**config.mk**
```make
export PLATFORM = sky130hd
export DESIGN_NAME = sleep_power_gating
export DESIGN_NICKNAME = d
export VERILOG_FILES = /design/src/sleep_gate_pkg.sv /design/src/pin_gate_if.sv /design/src/pin_input_gate.sv /design/src/sleep_power_gating.sv
export SDC_FILE = /design/constraint.sdc
export NUM_CORES = 1
export LEC_CHECK = 0
export BUFFER_PORTS_ARGS = -buffer_cell sky130_fd_sc_hd__buf_2
export CAP_MARGIN = 10
export CORE_MARGIN = 2
export CORE_UTILIZATION = 30
export DETAILED_ROUTE_END_ITERATION = 8
export PLACE_DENSITY_LB_ADDON = 0.05
export SLEW_MARGIN = 20
export SYNTH_ARGS = -nofsm -noshare
export SYNTH_HDL_FRONTEND = slang
export SYNTH_SLANG_ARGS = --single-unit
export TNS_END_PERCENT = 10
```
**constraint.sdc**
```tcl
create_clock -name clk -period 2.35 [get_ports clk]
set_input_delay 0.235 -clock clk [delete_from_list [all_inputs] [get_ports clk]]
set_output_delay 0.235 -clock clk [all_outputs]
set_load 0.01 [all_outputs]
```
**src/sleep_gate_pkg.sv**
```systemverilog
// Shared constants and types for the sleep-time power gating block.
// Assumes a single 100 MHz clock domain and an 8-bit register port.
package sleep_gate_pkg;

    // ------------------------------------------------------------
    // Widths and timing
    // ------------------------------------------------------------
    localparam int          ADDR_W          = 4;
    localparam int          DATA_W          = 8;
    localparam int          NUM_PINS        = 16;
    localparam int          CLK_PERIOD_NS   = 10;
    localparam int          VREF_STARTUP_NS = 1000;
    localparam int          VREF_CNT_W      = 16;
    localparam int          VREF_STARTUP_CYCLES =
        (VREF_STARTUP_NS + CLK_PERIOD_NS - 1) / CLK_PERIOD_NS;

    // ------------------------------------------------------------
    // Register offsets
    // ------------------------------------------------------------
    localparam logic [3:0]  CTRL_ADDR       = 4'h0;
    localparam logic [3:0]  DIS0_ADDR       = 4'h1;
    localparam logic [3:0]  DIS1_ADDR       = 4'h2;
    localparam logic [3:0]  WAKE0_ADDR      = 4'h3;
    localparam logic [3:0]  WAKE1_ADDR      = 4'h4;
    localparam logic [3:0]  STATUS_ADDR     = 4'h5;

    // ------------------------------------------------------------
    // Control register fields
    // ------------------------------------------------------------
    localparam int          CTRL_ADC_BIT    = 0;
    localparam int          CTRL_COMP_BIT   = 1;
    localparam int          CTRL_CREF_BIT   = 2;
    localparam int          CTRL_WDT_BIT    = 3;
    localparam int          CTRL_MODE_LSB   = 4;
    localparam int          CTRL_GO_BIT     = 7;

    // ------------------------------------------------------------
    // Status register fields
    // ------------------------------------------------------------
    localparam int          STAT_SLEEP_BIT  = 0;
    localparam int          STAT_ADC_BIT    = 1;
    localparam int          STAT_COMP_BIT   = 2;
    localparam int          STAT_VREF_BIT   = 3;
    localparam int          STAT_RDY_BIT    = 4;
    localparam int          STAT_BOD_BIT    = 5;
    localparam int          STAT_EXT_BIT    = 6;
    localparam int          STAT_MCLK_BIT   = 7;

    // ------------------------------------------------------------
    // Sleep mode codes and fuse values
    // ------------------------------------------------------------
    localparam logic [2:0]  MODE_IDLE       = 3'h0;
    localparam logic [2:0]  MODE_ADC_NR     = 3'h1;
    localparam logic [2:0]  MODE_PDOWN      = 3'h2;
    localparam logic [2:0]  MODE_PSAVE      = 3'h3;
    localparam logic [2:0]  MODE_STANDBY    = 3'h6;
    localparam logic [2:0]  MODE_EXT_STBY   = 3'h7;
    localparam logic [2:0]  BOD_FUSE_OFF    = 3'h7;
    localparam logic [7:0]  BYTE_ZERO       = 8'h00;

    typedef enum logic [1:0] {
        PWR_ACTIVE   = 2'b01,
        PWR_SLEEPING = 2'b10
    } power_state_type;

    typedef struct packed {
        logic cpu;
        logic io;
        logic adc;
        logic main;
    } clock_gates_type;

endpackage

```
**src/pin_gate_if.sv**
```systemverilog
// Carries per-pin masks and the gated input enables between the
// gating core and the pin input gate. Single clock domain assumed.
interface pin_gate_if #(parameter int PINS = 16);
    logic [PINS-1:0] disable_mask;
    logic [PINS-1:0] wake_mask;
    logic            buffers_off;
    logic [PINS-1:0] input_enable;

    modport core (output disable_mask, output wake_mask, output buffers_off,
                  input input_enable);
    modport gate (input disable_mask, input wake_mask, input buffers_off,
                  output input_enable);
endinterface

```
**src/pin_input_gate.sv**
```systemverilog
// Per-pin digital input buffer enables.
// Assumes masks and the buffer shutdown request arrive on clk.
module pin_input_gate #(
    parameter int PINS = 16
) (
    // Clock and reset
    input  wire logic clk,
    input  wire logic rst_n,
    // Gating core
    pin_gate_if.gate  pg
);
    import sleep_gate_pkg::*;

    typedef struct packed {
        logic [PINS-1:0] en;
    } gate_state_type;

    gate_state_type r_reg;
    gate_state_type r_next;

    // ------------------------------------------------------------
    // Enable per pin
    // ------------------------------------------------------------
    always_comb begin
        r_next = r_reg;
        for (int i = 0; i < PINS; i++) begin
            // Software disable overrides even wake pins
            r_next.en[i] = !pg.disable_mask[i] &&
                           (!pg.buffers_off ||
                            pg.wake_mask[i]);
        end
    end

    always_ff @(posedge clk or negedge rst_n) begin
        if (!rst_n) begin
            r_reg <= '0;
        end else begin
            r_reg <= r_next;
        end
    end

    assign pg.input_enable = r_reg.en;
endmodule

```
**src/sleep_power_gating.sv**
```systemverilog
// Sleep-time power gating: decides which functions keep running or
// clocked while the core sleeps. Assumes fuses and wake event come
// from pins (synchronised here) and conv_start from logic on clk.
//
// The placing of the registers and the strobed register port were left to the implementer.
module sleep_power_gating
    import sleep_gate_pkg::*;
#(
    parameter int PINS         = NUM_PINS,
    parameter int VREF_CYCLES  = VREF_STARTUP_CYCLES
) (
    // Clock and reset
    input  wire logic                         clk,
    input  wire logic                         rst_n,
    // Register port
    input  wire logic [sleep_gate_pkg::ADDR_W-1:0] addr,
    input  wire logic [sleep_gate_pkg::DATA_W-1:0] wdata,
    input  wire logic                         wr_strobe,
    input  wire logic                         rd_strobe,
    output logic      [sleep_gate_pkg::DATA_W-1:0] rdata,
    // Fuses and wake source
    input  wire logic [2:0]                   brownout_level_fuses,
    input  wire logic                         debug_enable_fuse,
    input  wire logic                         wake_event,
    // Converter handshake
    input  wire logic                         conv_start,
    output logic                              adc_extended,
    // Run enables
    output logic                              adc_run,
    output logic                              comp_run,
    output logic                              vref_on,
    output logic                              vref_ready,
    output logic                              brownout_detector_run,
    output logic                              wdt_run,
    // Clock enables
    output logic                              cpu_clk_en,
    output logic                              io_clk_en,
    output logic                              adc_clk_en,
    output logic                              main_clk_en,
    // Pin input enables
    output logic      [PINS-1:0]              pin_input_en
);
    import sleep_gate_pkg::*;

    // ------------------------------------------------------------
    // State
    // ------------------------------------------------------------
    typedef struct packed {
        power_state_type         pstate;
        logic [2:0]              mode;
        logic                    adc_en;
        logic                    comp_en;
        logic                    comp_ref;
        logic                    wdt_en;
        logic [7:0]              dis0;
        logic [7:0]              dis1;
        logic [7:0]              wake0;
        logic [7:0]              wake1;
        logic [DATA_W-1:0]       rdata;
        logic [3:0]              fuse_meta;
        logic [3:0]              fuse_sync;
        logic                    wake_meta;
        logic                    wake_sync;
        logic                    ext_pending;
        logic [VREF_CNT_W-1:0]   vref_cnt;
        logic                    vref_ready;
        logic                    adc_run;
        logic                    comp_run;
        logic                    vref_on;
        logic                    bod_run;
        logic                    wdt_run;
        clock_gates_type         clocks;
        logic                    buffers_off;
    } gate_core_type;

    gate_core_type r_reg;
    gate_core_type r_next;

    localparam logic [VREF_CNT_W-1:0] VREF_LIMIT = VREF_CNT_W'(VREF_CYCLES);

    pin_gate_if #(.PINS(PINS)) pg ();

    // ------------------------------------------------------------
    // Mode decode
    // ------------------------------------------------------------
    // Unknown mode codes fall back to the deepest gating
    function automatic clock_gates_type mode_clocks(
        input logic       sleeping,
        input logic [2:0] mode,
        input logic       debug_fuse
    );
        clock_gates_type g;
        g.cpu  = !sleeping;
        g.io   = !sleeping || (mode == MODE_IDLE);
        g.adc  = !sleeping || (mode == MODE_IDLE) || (mode == MODE_ADC_NR);
        g.main = !sleeping || debug_fuse ||
                 (mode == MODE_IDLE) || (mode == MODE_ADC_NR) ||
                 (mode == MODE_STANDBY) || (mode == MODE_EXT_STBY);
        return g;
    endfunction

    function automatic logic comp_allowed(
        input logic       sleeping,
        input logic [2:0] mode
    );
        return !sleeping || (mode == MODE_IDLE) || (mode == MODE_ADC_NR);
    endfunction

    // ------------------------------------------------------------
    // Next state
    // ------------------------------------------------------------
    always_comb begin
        logic sleeping;
        logic bus_go;
        sleeping = 1'b0;
        bus_go   = 1'b0;
        r_next   = r_reg;

        // Pin inputs pass two flops before use
        r_next.fuse_meta = {debug_enable_fuse, brownout_level_fuses};
        r_next.fuse_sync = r_reg.fuse_meta;
        r_next.wake_meta = wake_event;
        r_next.wake_sync = r_reg.wake_meta;

        // Register writes
        if (wr_strobe) begin
            case (addr)
                CTRL_ADDR: begin
                    r_next.adc_en   = wdata[CTRL_ADC_BIT];
                    r_next.comp_en  = wdata[CTRL_COMP_BIT];
                    r_next.comp_ref = wdata[CTRL_CREF_BIT];
                    r_next.wdt_en   = wdata[CTRL_WDT_BIT];
                    if (r_reg.pstate == PWR_ACTIVE) begin
                        r_next.mode = wdata[CTRL_MODE_LSB +: 3];
                    end
                    bus_go = wdata[CTRL_GO_BIT];
                end
                DIS0_ADDR:  r_next.dis0  = wdata;
                DIS1_ADDR:  r_next.dis1  = wdata;
                WAKE0_ADDR: r_next.wake0 = wdata;
                WAKE1_ADDR: r_next.wake1 = wdata;
                default: begin
                end
            endcase
        end

        // Sleep entry and wake
        case (r_reg.pstate)
            PWR_ACTIVE: begin
                if (bus_go) begin
                    r_next.pstate = PWR_SLEEPING;
                end
            end
            PWR_SLEEPING: begin
                if (r_reg.wake_sync) begin
                    r_next.pstate = PWR_ACTIVE;
                end
            end
            default: begin
                r_next.pstate = PWR_ACTIVE;
            end
        endcase

        // Run enables follow the state being entered
        sleeping         = (r_next.pstate == PWR_SLEEPING);
        r_next.clocks    = mode_clocks(sleeping, r_next.mode, r_reg.fuse_sync[3]);
        r_next.adc_run   = r_next.adc_en;
        r_next.comp_run  = r_next.comp_en &&
                           comp_allowed(sleeping, r_next.mode);
        r_next.bod_run   = (r_reg.fuse_sync[2:0] != BOD_FUSE_OFF);
        r_next.wdt_run   = r_next.wdt_en;
        r_next.vref_on   = r_next.bod_run || r_next.adc_run ||
                           r_next.comp_run ||
                           (r_next.comp_en && r_next.comp_ref);
        r_next.buffers_off = !r_next.clocks.io && !r_next.clocks.adc;

        // Extended conversion after re-enable; set beats clear
        if (r_next.adc_run && !r_reg.adc_run) begin
            r_next.ext_pending = 1'b1;
        end else if (conv_start) begin
            r_next.ext_pending = 1'b0;
        end

        // Reference start-up; stays ready while kept on
        if (!r_next.vref_on) begin
            r_next.vref_cnt   = '0;
            r_next.vref_ready = 1'b0;
        end else if (r_reg.vref_cnt < VREF_LIMIT) begin
            r_next.vref_cnt   = r_reg.vref_cnt + 1'b1;
            r_next.vref_ready = 1'b0;
        end else begin
            r_next.vref_ready = 1'b1;
        end

        // Read data, valid the cycle after the strobe only
        r_next.rdata = BYTE_ZERO;
        if (rd_strobe) begin
            case (addr)
                CTRL_ADDR: begin
                    r_next.rdata[CTRL_ADC_BIT]         = r_reg.adc_en;
                    r_next.rdata[CTRL_COMP_BIT]        = r_reg.comp_en;
                    r_next.rdata[CTRL_CREF_BIT]        = r_reg.comp_ref;
                    r_next.rdata[CTRL_WDT_BIT]         = r_reg.wdt_en;
                    r_next.rdata[CTRL_MODE_LSB +: 3]   = r_reg.mode;
                end
                DIS0_ADDR:   r_next.rdata = r_reg.dis0;
                DIS1_ADDR:   r_next.rdata = r_reg.dis1;
                WAKE0_ADDR:  r_next.rdata = r_reg.wake0;
                WAKE1_ADDR:  r_next.rdata = r_reg.wake1;
                STATUS_ADDR: begin
                    r_next.rdata[STAT_SLEEP_BIT] = (r_reg.pstate == PWR_SLEEPING);
                    r_next.rdata[STAT_ADC_BIT]   = r_reg.adc_run;
                    r_next.rdata[STAT_COMP_BIT]  = r_reg.comp_run;
                    r_next.rdata[STAT_VREF_BIT]  = r_reg.vref_on;
                    r_next.rdata[STAT_RDY_BIT]   = r_reg.vref_ready;
                    r_next.rdata[STAT_BOD_BIT]   = r_reg.bod_run;
                    r_next.rdata[STAT_EXT_BIT]   = r_reg.ext_pending;
                    r_next.rdata[STAT_MCLK_BIT]  = r_reg.clocks.main;
                end
                default: begin
                    r_next.rdata = BYTE_ZERO;
                end
            endcase
        end
    end

    // ------------------------------------------------------------
    // Registers
    // ------------------------------------------------------------
    // Reset leaves the core running with everything optional off
    always_ff @(posedge clk or negedge rst_n) begin
        if (!rst_n) begin
            r_reg        <= '0;
            r_reg.pstate <= PWR_ACTIVE;
            // Sync idles at detector-off, so no false run follows reset
            r_reg.fuse_meta <= {1'b0, BOD_FUSE_OFF};
            r_reg.fuse_sync <= {1'b0, BOD_FUSE_OFF};
            r_reg.clocks <= '{cpu: 1'b1, io: 1'b1, adc: 1'b1, main: 1'b1};
        end else begin
            r_reg <= r_next;
        end
    end

    // ------------------------------------------------------------
    // Pin gating
    // ------------------------------------------------------------
    assign pg.disable_mask = PINS'({r_reg.dis1, r_reg.dis0});
    assign pg.wake_mask    = PINS'({r_reg.wake1, r_reg.wake0});
    assign pg.buffers_off  = r_reg.buffers_off;

    pin_input_gate #(.PINS(PINS)) u_pin_gate (
        .clk   (clk),
        .rst_n (rst_n),
        .pg    (pg)
    );

    // ------------------------------------------------------------
    // Outputs
    // ------------------------------------------------------------
    assign rdata                 = r_reg.rdata;
    assign adc_extended          = r_reg.ext_pending;
    assign adc_run               = r_reg.adc_run;
    assign comp_run              = r_reg.comp_run;
    assign vref_on               = r_reg.vref_on;
    assign vref_ready            = r_reg.vref_ready;
    assign brownout_detector_run = r_reg.bod_run;
    assign wdt_run               = r_reg.wdt_run;
    assign cpu_clk_en            = r_reg.clocks.cpu;
    assign io_clk_en             = r_reg.clocks.io;
    assign adc_clk_en            = r_reg.clocks.adc;
    assign main_clk_en           = r_reg.clocks.main;
    assign pin_input_en          = pg.input_enable;
endmodule

```
==> out/metrics.cfg <==
[timing]
finalSetupTns_ns = 0
post-route-period-util = 0.923
hold_viol_final = 0
relSlewSlack = 0.483
worst_pin_slew_ns = 0.775
max_freq_ghz = 0.461
finalMaxSlewViolations = 0
grt_setup_unrepaired = false
clock_skew_ns = 0.00760
setup_viol = 0
setup_slack_ns = 0.182
period_minus_slack_ns = 2.17

[worst_setup_path]
cp.required_ns = 2.58
startpoint_type = register
reg2reg_from = r_reg[85]
path_cells = ha_1 -> and3_1 -> mux2_2 -> o32a_4 -> and2_1
max_stage_delay_ns = 0.56
cp_max_fo = 18
crit_type = register to register
end_kind = register
startpoint = r_reg[85]
rr_worst_depth = 5
worstPathArrival_ns = 2.40
cpMaxStageDelayCell = dfstp_2

[power_and_ir_drop]
p_leak_nw = 2.25
ir_drop_uv = 292
p_per_area_nw_per_um2 = 942

[logic_synthesis]
synth_nets = 349
synth_edf_count = 0
ys.flop_type = dfrtp_1
async_flop_share = 1.00
avgSynthCellArea_um2 = 12.8
synth-seq-cells = 101
syn_inst = 324
syn_area_um2 = 4140
ys_seq_area_frac = 0.614
ys_warn_count = 0
yosysUniqueCellTypes = 45

[floorplanning]
fp.dieH_um = 121
core_um2 = 13300
num_io_pins = 57
dieArea_um2 = 14700
start_util = 0.310
rows = 42
die_x_um = 121

[min_path]
hp-class = input pin to register
hold_depth = 2
min-delay-start = conv_start

[status]
status = finished clean

[grt]
antenna_found_initial = 0
grt_usage = 0.138
grt_start_max_net_pins = 72
grt-ovfl-total = 0
grt_pass1_vias = 2704
grt_pass1_wl_mm = 15.2

[finish]
final_layout_size_suffix_gt1_frac = 0.337
diodes = 0
layout.nets = 412
final_cell_mix = dfrtp_1, buf_2, mux2_2, a21oi_1, inv_1
nFillCells = 1372
syn_to_final_growth_pct = 20.8
layout_commonest_cell = dfrtp_1
largest_reg_flops = 28
fin_area_um2 = 5000

[routing]
viasPerCell = 4.57
detail_route.iter0.violations = 142
drt_pass1_iterations = 4
ant_nets = 0
wl_mm = 9.45
wire_per_inst_um = 16.6
route.detailed.drc = 0
num_vias = 2596

[clock_network]
post_cts.repair.setup_buffers = 0
clock_sinks = 101
cts_tree = built
cts_buffer_depth = 2
clockRootBuffer = clkbuf_16
htree_levels = 3
cts_buffers = 9
clk_pin_slew_ns = 0.07
clk_latency_ns = 0.34

[place]
dp_slack_ns = 0.0606
gp_congestion = 0.699
io_buffers = 56
dpl_cell_area_um2 = 4600
dp_hpwl_mm = 6.59

[run]
drv_cap = 0

layout make-up:
type / instances / area [um2] / area share
sequential: 101 / 2540 / 0.508
multi-input combinational: 181 / 1390 / 0.277
timing repair buffer: 71 / 423 / 0.0846
clock buffer: 12 / 246 / 0.0493
tap: 176 / 220 / 0.0441
clock inverter: 4 / 95.1 / 0.0190
inverter: 23 / 86.3 / 0.0173
final timing paths:
check                                   endpoint  slack, ns
worst max register to register         r_reg[20]       0.18
worst max-delay path                   r_reg[20]       0.18
min in group asynchronous       pg.wake_mask[14]       0.38
worst min-delay path                adc_extended       0.12
max in group asynchronous            main_clk_en       1.21
worst min register to register         r_reg[33]       0.35
layer usage:
layer	global-route usage	vias to the layer above	part of all wire
li1	-	1263	-
met1	0.189	1276	0.49
met2	0.215	48	0.47
met3	0.0287	9	0.030
met4	0.0517	0	0.014
met5	0	-	0
synth_stat cells, types with 3 or more instances:
master    count  area, um2
a21oi_1      27        135
a222oi_1      7       70.1
a22o_1        7       61.3
a22oi_1       7       52.6
and2_1       15       93.8
buf_2         3       15.0
buf_4         9       67.6
clkbuf_1      5       18.8
dfrtp_1      90       2250
dfstp_2      11        289
ha_1          3       37.5
inv_1        23       86.3
mux2_2       35        394
nand2_1      15       56.3
nand3_1       5       25.0
nor2_1       12       45.0
nor3_1        3       15.0
nor4b_2       3       45.0
o21a_1        3       22.5
o21ai_0       6       30.0
xnor2_1       4       35.0
metrics by stage:
| step | cells | util | total power [W] | hold WS, ns |
|---|---|---|---|---|
| finish | 568 | 0.374 | 0.00471 | 0.121 |
| global route | 568 | 0.374 | 0.00499 | 0.123 |
| CTS | 568 | 0.374 | 0.00479 | 0.102 |
| detailed placement | 546 | 0.344 | 0.00307 | 0.207 |
| global placement | 546 | 0.344 | 0.00305 | 0.205 |
| floorplan | 324 | - | 0.00277 | -0.0606 |
power breakdown:
| part | internal, W | total, W | switching (W) | leakage [nW] |
|---|---|---|---|---|
| logic | 0.000386 | 0.000769 | 0.000383 | 0.852 |
| registers | 0.00205 | 0.00226 | 0.000208 | 1.23 |
| clock network | 0.00107 | 0.00168 | 0.000612 | 0.167 |
kinds of logic (layout without fill, tap and decap cells):
family | Yosys count | count (layout) | share of synthesized area
DFF | 101 | 101 | 0.614
AOI/OAI and AO/OA | 68 | 68 | 0.116
and+or+nand+nor | 66 | 66 | 0.0943
buffers and inverters | 42 | 110 | 0.0508
muxes | 38 | 38 | 0.103
xor gates and xnor gates | 6 | 6 | 0.0127
adders and majority gates | 3 | 3 | 0.00907
repair_timing:
action	4_1_cts	5_1_grt
hold buffers	6	0
hold endpoints to repair	35	0
endpoints found under the setup margin	0	0
resized for setup	0	0
critical path: cells and delay by family, from the launching register on:
kind,cells,cell delay (ns)
compound gates,1,0.45
fa+ha+maj,1,0.25
flops,1,0.56
simple gates,2,0.41
mux,1,0.39
Note: power is estimated with default switching activity, not from simulation.
